**config.mk**
```make
export PLATFORM = sky130hd
export DESIGN_NAME = csr_card
export DESIGN_NICKNAME = d
export VERILOG_FILES = /design/src/common/csr_pkg.sv /design/src/common/csr_tx_if.sv /design/src/logic/csr_tx.sv /design/src/logic/csr_card.sv
export VERILOG_INCLUDE_DIRS = /design/src /design/src/common
export SDC_FILE = /design/constraint.sdc
export NUM_CORES = 1
export LEC_CHECK = 0
export BUFFER_PORTS_ARGS = -buffer_cell sky130_fd_sc_hd__buf_2
export CAP_MARGIN = 30
export CORE_ASPECT_RATIO = 0.8
export CORE_MARGIN = 3
export CORE_UTILIZATION = 30
export DETAILED_ROUTE_END_ITERATION = 10
export RECOVER_POWER = 100
export SLEW_MARGIN = 0
export SYNTH_ARGS = -nofsm -noshare
export SYNTH_HDL_FRONTEND = slang
export SYNTH_SLANG_ARGS = --single-unit
```
**constraint.sdc**
```tcl
create_clock -name clk_sys -period 5.5 [get_ports clk_sys]
set_input_delay 0.55 -clock clk_sys [delete_from_list [all_inputs] [get_ports clk_sys]]
set_output_delay 0.55 -clock clk_sys [all_outputs]
set_load 0.01 [all_outputs]
```
**src/common/csr_defs.svh**
```systemverilog
// offsets, field positions, reset values and timing counts of the card block
`ifndef CSR_DEFS_SVH
`define CSR_DEFS_SVH

// ****************************************************************
// register map (byte addresses)
// ****************************************************************
`define CSR_APB_CTRL 8'h00
`define CSR_APB_STATUS 8'h04
`define CSR_APB_XSET 8'h08
`define CSR_APB_INFO 8'h0c
`define CSR_APB_ARG 8'h10
`define CSR_APB_ID_PAGE 3'h1

// ****************************************************************
// control fields and reset values
// ****************************************************************
`define CSR_CTRL_PWR 0
`define CSR_CTRL_VOLT 1
`define CSR_CTRL_LOCK 2
`define CSR_CTRL_DONE 3
`define CSR_CTRL_RST 3'h2
`define CSR_RCA_RST 16'h0000

// ****************************************************************
// card status fields
// ****************************************************************
`define CSR_ST_LOCKED 25
`define CSR_ST_COM_CRC 23
`define CSR_ST_ILLEGAL 22
`define CSR_ST_STATE_LSB 9
`define CSR_ST_BUF_EMPTY 8
`define CSR_C_MASK 32'hfd3fa000

// ****************************************************************
// frames and timing (card clock cycles)
// ****************************************************************
`define CSR_OCR 32'h80ff8000
`define CSR_R3_HEAD 8'h3f
`define CSR_R3_TAIL 8'hff
`define CSR_R2_HEAD 8'h3f
`define CSR_LEN_SHORT 8'h30
`define CSR_LEN_LONG 8'h88
`define CSR_N_CR 3'h2
`define CSR_N_ID 3'h5

`endif

```
**src/common/csr_pkg.sv**
```systemverilog
// types and the crc helper of the card block
package csr_pkg;

   typedef enum logic [3:0] {
      ST_IDLE = 4'h0,
      ST_READY = 4'h1,
      ST_IDENT = 4'h2,
      ST_STBY = 4'h3,
      ST_TRAN = 4'h4,
      ST_DATA = 4'h5,
      ST_RCV = 4'h6,
      ST_PRG = 4'h7,
      ST_DIS = 4'h8,
      ST_INA = 4'h9
   } csr_state_e;

   typedef enum logic [2:0] {
      R_NONE = 3'h0,
      R_R1 = 3'h1,
      R_R1B = 3'h2,
      R_CID = 3'h3,
      R_CSD = 3'h4,
      R_R3 = 3'h5
   } csr_resp_e;

   // crc7, x^7 + x^3 + 1, msb first
   function automatic logic [6:0] crc7_of(input logic [39:0] d);
      logic [6:0] c;
      logic fb;
      c = 7'h00;
      for (int i = 39; i >= 0; i--) begin
         fb = d[i] ^ c[6];
         c = {c[5:0], 1'b0};
         if (fb) begin
            c = c ^ 7'h09;
         end
      end
      return c;
   endfunction : crc7_of

endpackage : csr_pkg

```
**src/common/csr_tx_if.sv**
```systemverilog
// link between command decoder and response shifter
`timescale 1ns/1ps
interface csr_tx_if;
   logic start;
   logic [135:0] frame;
   logic [7:0] len;
   logic [2:0] gap;
   logic arb;
   logic rise;
   logic fall;
   logic line;
   logic busy;
   logic done;
   logic lost;
   logic cmd_out;
   logic cmd_oe;

   modport ctl (
      output start, frame, len, gap, arb, rise, fall, line,
      input busy, done, lost, cmd_out, cmd_oe
   );
   modport tx (
      input start, frame, len, gap, arb, rise, fall, line,
      output busy, done, lost, cmd_out, cmd_oe
   );
endinterface : csr_tx_if

```
**src/logic/csr_tx.sv**
```systemverilog
// response shifter on the command line
`timescale 1ns/1ps
module csr_tx (
   input wire logic clk_sys,
   input wire logic resetn,
   csr_tx_if.tx bus
);

   logic [135:0] sr;
   logic [7:0] cnt;
   logic [7:0] len;
   logic [2:0] gap;
   logic arb;

   // bits change on card clock falling edges, msb first
   always_ff @(posedge clk_sys) begin
      if (!resetn) begin
         sr <= 136'h0;
         cnt <= 8'h00;
         len <= 8'h00;
         gap <= 3'h0;
         arb <= 1'b0;
         bus.busy <= 1'b0;
         bus.done <= 1'b0;
         bus.lost <= 1'b0;
         bus.cmd_out <= 1'b1;
         bus.cmd_oe <= 1'b0;
      end else begin
         bus.done <= 1'b0;
         if (bus.start) begin
            sr <= bus.frame;
            len <= bus.len;
            gap <= bus.gap;
            arb <= bus.arb;
            cnt <= 8'h00;
            bus.busy <= 1'b1;
            bus.lost <= 1'b0;
         end else if (bus.busy) begin
            // open drain: a released one pulled low by another card
            if (bus.rise && arb && cnt != 8'h00 && bus.cmd_out && !bus.line) begin
               bus.busy <= 1'b0;
               bus.lost <= 1'b1;
               bus.done <= 1'b1;
               bus.cmd_oe <= 1'b0;
            end else if (bus.fall) begin
               if (gap != 3'h0) begin
                  gap <= gap - 3'h1;
               end else if (cnt == len) begin
                  bus.busy <= 1'b0;
                  bus.done <= 1'b1;
                  bus.cmd_out <= 1'b1;
                  bus.cmd_oe <= 1'b0;
               end else begin
                  bus.cmd_out <= sr[135];
                  bus.cmd_oe <= arb ? ~sr[135] : 1'b1;
                  sr <= {sr[134:0], 1'b0};
                  cnt <= cnt + 8'h01;
               end
            end
         end
      end
   end

endmodule : csr_tx

```
**src/logic/csr_card.sv**
```systemverilog
// card state machine, command receiver and response framer with apb registers
//
// Overview of operation
// - go-idle from all states but inactive
// - CMD1: ready, busy idle, else inactive
// - CMD2 winner identified, CMD3 to standby
// - CMD7 addressed: select or reprogram
// - CMD7 other card: drop back to standby/disconnect
// - unlisted commands ignored, state kept
// - responses on command line, msb first
// - R1 is 48 bits with crc
// - busy on data line only when the command enters programming
// - R2 is 136 bits, end replaces bit0
// - CID for CMD2/CMD10, CSD for CMD9
// - R3 carries OCR with busy bit
// - status register copied into every R1
// - response bits set with same command
// - previous-command bits cleared one command later
// - state bits live, read bits clear
`timescale 1ns/1ps
`include "csr_defs.svh"
module csr_card (
   input wire logic clk_sys,
   input wire logic resetn,
   input wire logic psel,
   input wire logic penable,
   input wire logic pwrite,
   input wire logic [7:0] paddr,
   input wire logic [31:0] pwdata,
   output logic [31:0] prdata,
   output logic pready,
   output logic pslverr,
   input wire logic cclk,
   input wire logic cmd_in,
   output wire logic cmd_out,
   output wire logic cmd_oe,
   output logic dat0_out,
   output logic dat0_oe
);

   localparam logic [31:0] OCR_VAL = `CSR_OCR;

   csr_tx_if tx_if ();
   csr_tx u_tx (
      .clk_sys(clk_sys),
      .resetn(resetn),
      .bus(tx_if.tx)
   );
   assign cmd_out = tx_if.cmd_out;
   assign cmd_oe = tx_if.cmd_oe;

   // ****************************************************************
   // link synchronisers
   // ****************************************************************
   logic cclk_s1, cclk_s2, cclk_s3, cmd_s1, cmd_s2;
   always_ff @(posedge clk_sys) begin
      if (!resetn) begin
         cclk_s1 <= 1'b0;
         cclk_s2 <= 1'b0;
         cclk_s3 <= 1'b0;
         cmd_s1 <= 1'b1;
         cmd_s2 <= 1'b1;
      end else begin
         cclk_s1 <= cclk;
         cclk_s2 <= cclk_s1;
         cclk_s3 <= cclk_s2;
         cmd_s1 <= cmd_in;
         cmd_s2 <= cmd_s1;
      end
   end
   assign tx_if.rise = cclk_s2 & ~cclk_s3;
   assign tx_if.fall = ~cclk_s2 & cclk_s3;
   assign tx_if.line = cmd_s2;

   // ****************************************************************
   // command receiver
   // ****************************************************************
   logic rx_on, rx_done;
   logic [5:0] rx_cnt;
   logic [47:0] rx_sr;
   always_ff @(posedge clk_sys) begin
      if (!resetn) begin
         rx_on <= 1'b0;
         rx_done <= 1'b0;
         rx_cnt <= 6'h00;
         rx_sr <= 48'h0;
      end else begin
         rx_done <= 1'b0;
         if (tx_if.rise) begin
            if (rx_on) begin
               rx_sr <= {rx_sr[46:0], cmd_s2};
               rx_cnt <= rx_cnt + 6'h01;
               if (rx_cnt == 6'h2f) begin
                  rx_on <= 1'b0;
                  rx_done <= 1'b1;
               end
            end else if (!tx_if.busy && !cmd_s2) begin
               rx_on <= 1'b1;
               rx_cnt <= 6'h01;
               rx_sr <= 48'h0;
            end
         end
      end
   end

   logic frame_ok, cmd_fire, crc_bad, addr_hit;
   logic [5:0] idx;
   logic [31:0] arg;
   logic [15:0] rca;
   assign idx = rx_sr[45:40];
   assign arg = rx_sr[39:8];
   assign frame_ok = rx_sr[46] & rx_sr[0] & (csr_pkg::crc7_of(rx_sr[47:8]) == rx_sr[7:1]);
   assign cmd_fire = rx_done & frame_ok;
   assign crc_bad = rx_done & ~frame_ok;
   assign addr_hit = arg[31:16] == rca;

   // ****************************************************************
   // registers reached over apb
   // ****************************************************************
   logic [2:0] ctrl;
   logic [31:0] idreg [0:7];
   logic [31:0] last_arg;
   logic apb_fire, op_done;
   logic [31:0] xset;
   csr_pkg::csr_state_e state;
   logic [31:0] status_now;
   logic pwr_ready, volt_ok;
   logic [127:0] cid, csd;
   assign pwr_ready = ctrl[`CSR_CTRL_PWR];
   assign volt_ok = ctrl[`CSR_CTRL_VOLT];
   assign cid = {idreg[3], idreg[2], idreg[1], idreg[0]};
   assign csd = {idreg[7], idreg[6], idreg[5], idreg[4]};
   assign apb_fire = psel & penable & pready;
   assign op_done = apb_fire & pwrite & (paddr == `CSR_APB_CTRL) & pwdata[`CSR_CTRL_DONE];
   // execution errors come from the flash side and wait for the next R1 or R1b response
   assign xset = (apb_fire && pwrite && paddr == `CSR_APB_XSET) ?
                 (pwdata & `CSR_C_MASK) : 32'h0;

   logic [31:0] rd_data;
   logic rd_err;
   always_comb begin
      rd_data = 32'h0;
      rd_err = 1'b0;
      if (paddr[7:5] == `CSR_APB_ID_PAGE) begin
         rd_data = idreg[paddr[4:2]];
      end else begin
         case (paddr)
            `CSR_APB_CTRL: rd_data = {29'h0, ctrl};
            `CSR_APB_STATUS: rd_data = status_now;
            `CSR_APB_XSET: rd_data = 32'h0;
            `CSR_APB_INFO: rd_data = {rca, 2'h0, idx, 4'h0, state};
            `CSR_APB_ARG: rd_data = last_arg;
            default: rd_err = 1'b1;
         endcase
      end
   end

   // one wait state, then the answer
   always_ff @(posedge clk_sys) begin
      if (!resetn) begin
         pready <= 1'b0;
         pslverr <= 1'b0;
         prdata <= 32'h0;
      end else begin
         pready <= psel & penable & ~pready;
         pslverr <= psel & penable & ~pready & rd_err;
         prdata <= (psel && penable && !pready && !pwrite) ? rd_data : 32'h0;
      end
   end

   always_ff @(posedge clk_sys) begin
      if (!resetn) begin
         ctrl <= `CSR_CTRL_RST;
         for (int i = 0; i < 8; i++) begin
            idreg[i] <= 32'h0;
         end
      end else if (apb_fire && pwrite) begin
         if (paddr == `CSR_APB_CTRL) begin
            ctrl <= pwdata[2:0];
         end
         if (paddr[7:5] == `CSR_APB_ID_PAGE) begin
            idreg[paddr[4:2]] <= pwdata;
         end
      end
   end

   // ****************************************************************
   // command decode
   // ****************************************************************
   function automatic logic on_bus(input csr_pkg::csr_state_e s);
      return s inside {csr_pkg::ST_STBY, csr_pkg::ST_TRAN, csr_pkg::ST_DATA,
                       csr_pkg::ST_RCV, csr_pkg::ST_PRG, csr_pkg::ST_DIS};
   endfunction : on_bus

   csr_pkg::csr_state_e next_state;
   csr_pkg::csr_resp_e rtype;
   logic legal;
   logic in_tran;
   assign in_tran = state == csr_pkg::ST_TRAN;
   always_comb begin
      next_state = state;
      rtype = csr_pkg::R_NONE;
      legal = 1'b0;
      case (idx)
         6'd0: if (state != csr_pkg::ST_INA) begin
            legal = 1'b1;
            next_state = csr_pkg::ST_IDLE;
         end
         6'd1: if (state == csr_pkg::ST_IDLE) begin
            legal = 1'b1;
            if (!volt_ok) begin
               next_state = csr_pkg::ST_INA;
            end else begin
               rtype = csr_pkg::R_R3;
               if (pwr_ready) begin
                  next_state = csr_pkg::ST_READY;
               end
            end
         end
         6'd2: if (state == csr_pkg::ST_READY) begin
            legal = 1'b1;
            rtype = csr_pkg::R_CID;
         end
         6'd3: if (state == csr_pkg::ST_IDENT) begin
            legal = 1'b1;
            rtype = csr_pkg::R_R1;
            next_state = csr_pkg::ST_STBY;
         end
         6'd4: legal = state == csr_pkg::ST_STBY;
         6'd7: if (addr_hit) begin
            if (state == csr_pkg::ST_STBY || state == csr_pkg::ST_DIS) begin
               legal = 1'b1;
               rtype = csr_pkg::R_R1B;
               next_state = (state == csr_pkg::ST_STBY) ? csr_pkg::ST_TRAN : csr_pkg::ST_PRG;
            end
         end else if (state inside {csr_pkg::ST_TRAN, csr_pkg::ST_DATA}) begin
            legal = 1'b1;
            next_state = csr_pkg::ST_STBY;
         end else if (state == csr_pkg::ST_PRG) begin
            legal = 1'b1;
            next_state = csr_pkg::ST_DIS;
         end
         6'd9, 6'd10: if (state == csr_pkg::ST_STBY && addr_hit) begin
            legal = 1'b1;
            rtype = (idx == 6'd9) ? csr_pkg::R_CSD : csr_pkg::R_CID;
         end
         6'd12: if (state inside {csr_pkg::ST_DATA, csr_pkg::ST_RCV}) begin
            legal = 1'b1;
            rtype = csr_pkg::R_R1B;
            next_state = (state == csr_pkg::ST_DATA) ? csr_pkg::ST_TRAN : csr_pkg::ST_PRG;
         end
         6'd13: if (on_bus(state) && addr_hit) begin
            legal = 1'b1;
            rtype = csr_pkg::R_R1;
         end
         6'd15: if (on_bus(state) && addr_hit) begin
            legal = 1'b1;
            next_state = csr_pkg::ST_INA;
         end
         6'd11, 6'd17, 6'd18, 6'd30: if (in_tran) begin
            legal = 1'b1;
            rtype = csr_pkg::R_R1;
            next_state = csr_pkg::ST_DATA;
         end
         6'd16, 6'd23, 6'd32, 6'd33, 6'd34, 6'd35, 6'd36, 6'd37: if (in_tran) begin
            legal = 1'b1;
            rtype = csr_pkg::R_R1;
         end
         6'd20, 6'd26, 6'd27, 6'd42: if (in_tran) begin
            legal = 1'b1;
            rtype = csr_pkg::R_R1;
            next_state = csr_pkg::ST_RCV;
         end
         6'd24, 6'd25: if (in_tran || state == csr_pkg::ST_PRG) begin
            legal = 1'b1;
            rtype = csr_pkg::R_R1;
            next_state = csr_pkg::ST_RCV;
         end
         6'd28, 6'd29, 6'd38: if (in_tran) begin
            legal = 1'b1;
            rtype = csr_pkg::R_R1B;
            next_state = csr_pkg::ST_PRG;
         end
         default: legal = 1'b0;
      endcase
   end

   // ****************************************************************
   // card state
   // ****************************************************************
   logic accept, cid_pend;
   assign accept = cmd_fire & legal;
   always_ff @(posedge clk_sys) begin
      if (!resetn) begin
         state <= csr_pkg::ST_IDLE;
         cid_pend <= 1'b0;
         rca <= `CSR_RCA_RST;
         last_arg <= 32'h0;
      end else begin
         if (accept) begin
            state <= next_state;
            cid_pend <= idx == 6'd2;
            last_arg <= arg;
            if (idx == 6'd3) begin
               rca <= arg[31:16];
            end
         end else if (cid_pend && tx_if.done) begin
            cid_pend <= 1'b0;
            if (!tx_if.lost) begin
               state <= csr_pkg::ST_IDENT;
            end
         end else if (op_done) begin
            case (state)
               csr_pkg::ST_DATA: state <= csr_pkg::ST_TRAN;
               csr_pkg::ST_PRG: state <= csr_pkg::ST_TRAN;
               csr_pkg::ST_DIS: state <= csr_pkg::ST_STBY;
               default: state <= state;
            endcase
         end
      end
   end

   // ****************************************************************
   // status bits
   // ****************************************************************
   logic [31:0] stat_c;
   logic [1:0] stat_b;
   logic r1_out;
   assign r1_out = accept & (rtype == csr_pkg::R_R1 || rtype == csr_pkg::R_R1B);
   assign status_now = stat_c
      | (32'(ctrl[`CSR_CTRL_LOCK]) << `CSR_ST_LOCKED)
      | (32'(stat_b[1]) << `CSR_ST_COM_CRC)
      | (32'(stat_b[0]) << `CSR_ST_ILLEGAL)
      | (32'(state) << `CSR_ST_STATE_LSB)
      | (32'(state != csr_pkg::ST_RCV) << `CSR_ST_BUF_EMPTY);

   always_ff @(posedge clk_sys) begin
      if (!resetn) begin
         stat_b <= 2'h0;
      end else if (accept) begin
         stat_b <= 2'h0;
      end else begin
         stat_b <= stat_b | {crc_bad, cmd_fire & ~legal};
      end
   end

   // reported bits clear, a new event in the same cycle stays set
   always_ff @(posedge clk_sys) begin
      if (!resetn) begin
         stat_c <= 32'h0;
      end else if (r1_out) begin
         stat_c <= xset;
      end else begin
         stat_c <= stat_c | xset;
      end
   end

   // ****************************************************************
   // response framing
   // ****************************************************************
   logic [39:0] r1_head;
   assign r1_head = {2'h0, idx, status_now};
   always_ff @(posedge clk_sys) begin
      if (!resetn) begin
         tx_if.start <= 1'b0;
         tx_if.frame <= 136'h0;
         tx_if.len <= 8'h00;
         tx_if.gap <= 3'h0;
         tx_if.arb <= 1'b0;
      end else begin
         tx_if.start <= accept & (rtype != csr_pkg::R_NONE);
         if (accept) begin
            tx_if.arb <= rtype == csr_pkg::R_CID && idx == 6'd2;
            tx_if.gap <= (idx == 6'd1 || idx == 6'd2) ? `CSR_N_ID : `CSR_N_CR;
            tx_if.len <= `CSR_LEN_SHORT;
            case (rtype)
               csr_pkg::R_R3: tx_if.frame <= {`CSR_R3_HEAD, pwr_ready, OCR_VAL[30:0],
                                              `CSR_R3_TAIL, 88'h0};
               csr_pkg::R_CID: begin
                  tx_if.frame <= {`CSR_R2_HEAD, cid[127:1], 1'b1};
                  tx_if.len <= `CSR_LEN_LONG;
               end
               csr_pkg::R_CSD: begin
                  tx_if.frame <= {`CSR_R2_HEAD, csd[127:1], 1'b1};
                  tx_if.len <= `CSR_LEN_LONG;
               end
               default: tx_if.frame <= {r1_head, csr_pkg::crc7_of(r1_head), 1'b1,
                                        88'h0};
            endcase
         end
      end
   end

   // busy on the data line while programming
   always_ff @(posedge clk_sys) begin
      if (!resetn) begin
         dat0_out <= 1'b0;
         dat0_oe <= 1'b0;
      end else begin
         dat0_out <= 1'b0;
         dat0_oe <= state == csr_pkg::ST_PRG;
      end
   end
endmodule : csr_card

```
==> summary.md <==
| Metric | Value |
|---|---|
| Mapped Area | `33000 um2` |
| Die area | `114000 um2` |
| TritonCTS buffer count | `73` |
| Final Cycle Share | `89.6%` |
| Reg2Reg Launch Point | `rx_sr[34]` |
| Synth-to-Final Area Change | `12.4%` |
| Layout cell share with drive strength beyond 1 | `10.4%` |
| Global route total overflow | `0` |
| DR WL met3 | `11100 um` |
| CP arrival | `5.43 ns` |
| Peak supply drop | `0.000199 V` |
| Largest net degree at the start of global routing | `119` |
| Yosys top cell area share | `28.1%` |
| YS warnings | `0` |
| Post_cts resized | `0` |
| Starting Density | `30.3%` |
| Layout net count | `3172` |
| End point of the critical path | `idreg[2][4]` |
| Post-Route Utilization | `34.1%` |
| Number of global-route vias before repair | `23191` |
| Die Ht | `303 um` |
| Worst Path Required | `6.00 ns` |
| Slew HR | `-111%` |
| Clock buffer depth | `3` |
| Core Area | `109000 um2` |
| R2R cell count | `11` |
| Cell accounting for the most synthesized area | `dfxtp_1` |
| Critical Path Fanout Max | `41` |
| TritonCTS Sinks | `720` |
| Final HPWL DP | `68200 um` |
| Leak | `13.5 nW` |
| GP Congestion | `0.902` |
| Drt initial violations | `3120` |
| Top post-synthesis cells by area | `dfxtp_1, edfxtp_1, and2_1, mux2i_1, nor2_1` |
| Met1 WL | `46800 um` |
| Number of core rows | `108` |
| Most frequent cells in the layout | `dfxtp_1, nor2_1, a21oi_1` |
| Slew Limit Fails | `452` |
| Die width | `377 um` |
| DR vias | `24661` |
| Net Count, Synth | `3214` |
| Min-Delay Path Class | `input pin to flop` |
| RR Endpoint | `tx_if.frame[54]` |
| H-Tree Depth | `3` |
| RSZ-0062 raised after global routing | `no` |
| Sequential share of the synthesized area | `51.4%` |
| Max cap viols | `13` |
| Crit path capture type | `flop` |
| Mean area per synthesized cell | `10.4 um2` |
| Crit Path Class | `input pin to flop` |
| Final hold violation count | `0` |
| Setup_tns | `0 ns` |
| Uppermost layer routed | `met5` |
| Initial antenna violation count | `15` |
| Highest Clock Rate | `203 MHz` |
| Number of fillers in the final layout | `10887` |
| CTS Root Buffer Type | `clkbuf_16` |
| Buffers inserted by post-CTS timing repair | `0` |
| EDFF count, synth | `256` |
| Worst reg2reg setup slack | `0.60 ns` |
| Critical path startpoint category | `input pin` |
| Met2 WL | `43000 um` |
| Worst-Margin Slew | `3.17 ns` |
| Final setup viols | `0` |
| Pwr Density | `294 nW/um2` |
| Clk slew on worst S/H paths | `0.06 ns` |
| First-pass GRT wire length | `154000 um` |
| TritonCTS clock tree | `built` |
| Min Tclk post-route | `4.93 ns` |
| Crit path launch | `paddr[3]` |
| Failing checks | `capacitance limit, slew limit` |
| Post-route ant nets | `0` |
| Drt pass-1 iters | `11` |
| Count of input and output buffers | `83` |
| Synth Flop Type | `dfxtp_1` |
| Ys async rst share | `0%` |
| Vias per cell | `5.35` |
| Run status | `complete, but fails checks` |
| GRT Overall Usage | `17.8%` |
| Commonest non-fill, non-tap cell in the layout | `dfxtp_1` |
| # hold bufs at CTS | `0` |
| Post-DR wirelength/cell | `22.6 um` |
| Flops & latches, synth | `720` |
| Post-synth cell types | `77` |
| Fin Clk Skew | `0.0294 ns` |
| Latest clock arrival within the worst-skew pair | `0.65 ns` |
| Post-synthesis cell count | `3162` |
| Top-Level Pins | `85` |
| DRC | `0` |
| Total Routed Length | `104000 um` |
==> flip-flops by register name, indices dropped and copies added, names as in the netlist, 4 cells and up <==
| signal | cells |
|---|---|
| idreg | 256 |
| u_tx.sr | 136 |
| tx_if.frame | 134 |
| rx_sr | 48 |
| last_arg | 32 |
| prdata | 32 |
| rca | 16 |
| stat_c | 15 |
| u_tx.cnt | 8 |
| rx_cnt | 6 |
| state | 4 |
==> cell families (layout without fill, tap and decap cells) <==
kind of cell               Yosys count  after routing  share of synthesized area [%]
muxes                              267            267                           10.7
and+or+nand+nor                   1127           1127                           16.8
other                                1              4                         0.0114
buffers and inverters              298            314                           3.60
adders and majority gates            5              5                          0.190
xor gates and xnor gates           146            146                           5.11
DFF                                720            720                           51.4
AOI/OAI and AO/OA                  598            598                           12.1
==> routing by layer <==
metal	vias to the layer above	GRT usage (%)
li1	11260	-
met1	12052	25.9
met2	1157	25.5
met3	182	5.11
met4	10	5.39
met5	-	0
==> stage by stage <==
| step | total power, mW | cell area [um2] | std cells | setup slack (ns) | hold slack [ns] |
|---|---|---|---|---|---|
| after global routing | 11.2 | 37100 | 4609 | 0.382 | 0.0761 |
| after global placement | 6.10 | 34900 | 4471 | 1.19 | 0.391 |
| after floorplan | 5.91 | 33000 | 3162 | 1.25 | 0.386 |
| after detailed placement | 6.10 | 35000 | 4473 | 1.06 | 0.397 |
| final | 10.9 | 37100 | 4611 | 0.572 | 0.0908 |
| after CTS | 11.0 | 37300 | 4606 | 0.991 | 0.0719 |
==> critical path, cell delays in order <==
cell      delay [ns]
clkbuf_1        2.15
nand2b_1        0.64
nor2_1          0.93
clkbuf_2        0.81
and2_1          0.23
==> report_power, final <==
| part | leakage [nW] | switching [mW] | total [mW] | internal [mW] |
|---|---|---|---|---|
| sequential | 6.41 | 0.0400 | 5.61 | 5.57 |
| clock | 1.13 | 2.17 | 4.91 | 2.74 |
| combinational | 6.01 | 0.264 | 0.379 | 0.115 |
==> synth_stat cells (11+ instances only) <==
master and instances:
nor4_1 12, a22oi_1 49, a221o_1 98, nand4_1 11, xnor2_1 72, edfxtp_1 256
and3_1 110, nand3_1 36, xor2_1 44, clkbuf_1 191, buf_2 39, buf_1 42
inv_1 21, a21oi_1 275, o21ai_0 76, nor3_1 27, nand2b_1 27, mux2_2 40
dfxtp_1 464, a222oi_1 44, and2_1 268, xnor3_1 24, mux4_2 64, mux2i_1 163
nand2_1 152, nor2_1 434
==> worst min-delay path by stage <==
stage / start / end / slack [ns] / depth (start not counted)
after floorplan: cmd_s1 / cmd_s2 / 0.39 / 1
after global placement: cmd_s1 / cmd_s2 / 0.39 / 1
after detailed placement: cmd_s1 / cmd_s2 / 0.40 / 1
after CTS: cmd_in / cmd_s1 / 0.07 / 2
after global routing: cmd_in / cmd_s1 / 0.08 / 2
final: cmd_in / cmd_s1 / 0.09 / 2
==> layout make-up <==
class	instances	area [um2]	area share, %
clock buffers	111	2120	5.73
diodes	3	7.51	0.0202
multi-input cells	2144	14900	40.3
inverters	22	86.3	0.233
repair buffers	159	968	2.61
clock inverters	22	190	0.513
flip-flops and latches	720	17000	45.8
well taps	1430	1790	4.83
Note: power is estimated with default switching activity, not from simulation.
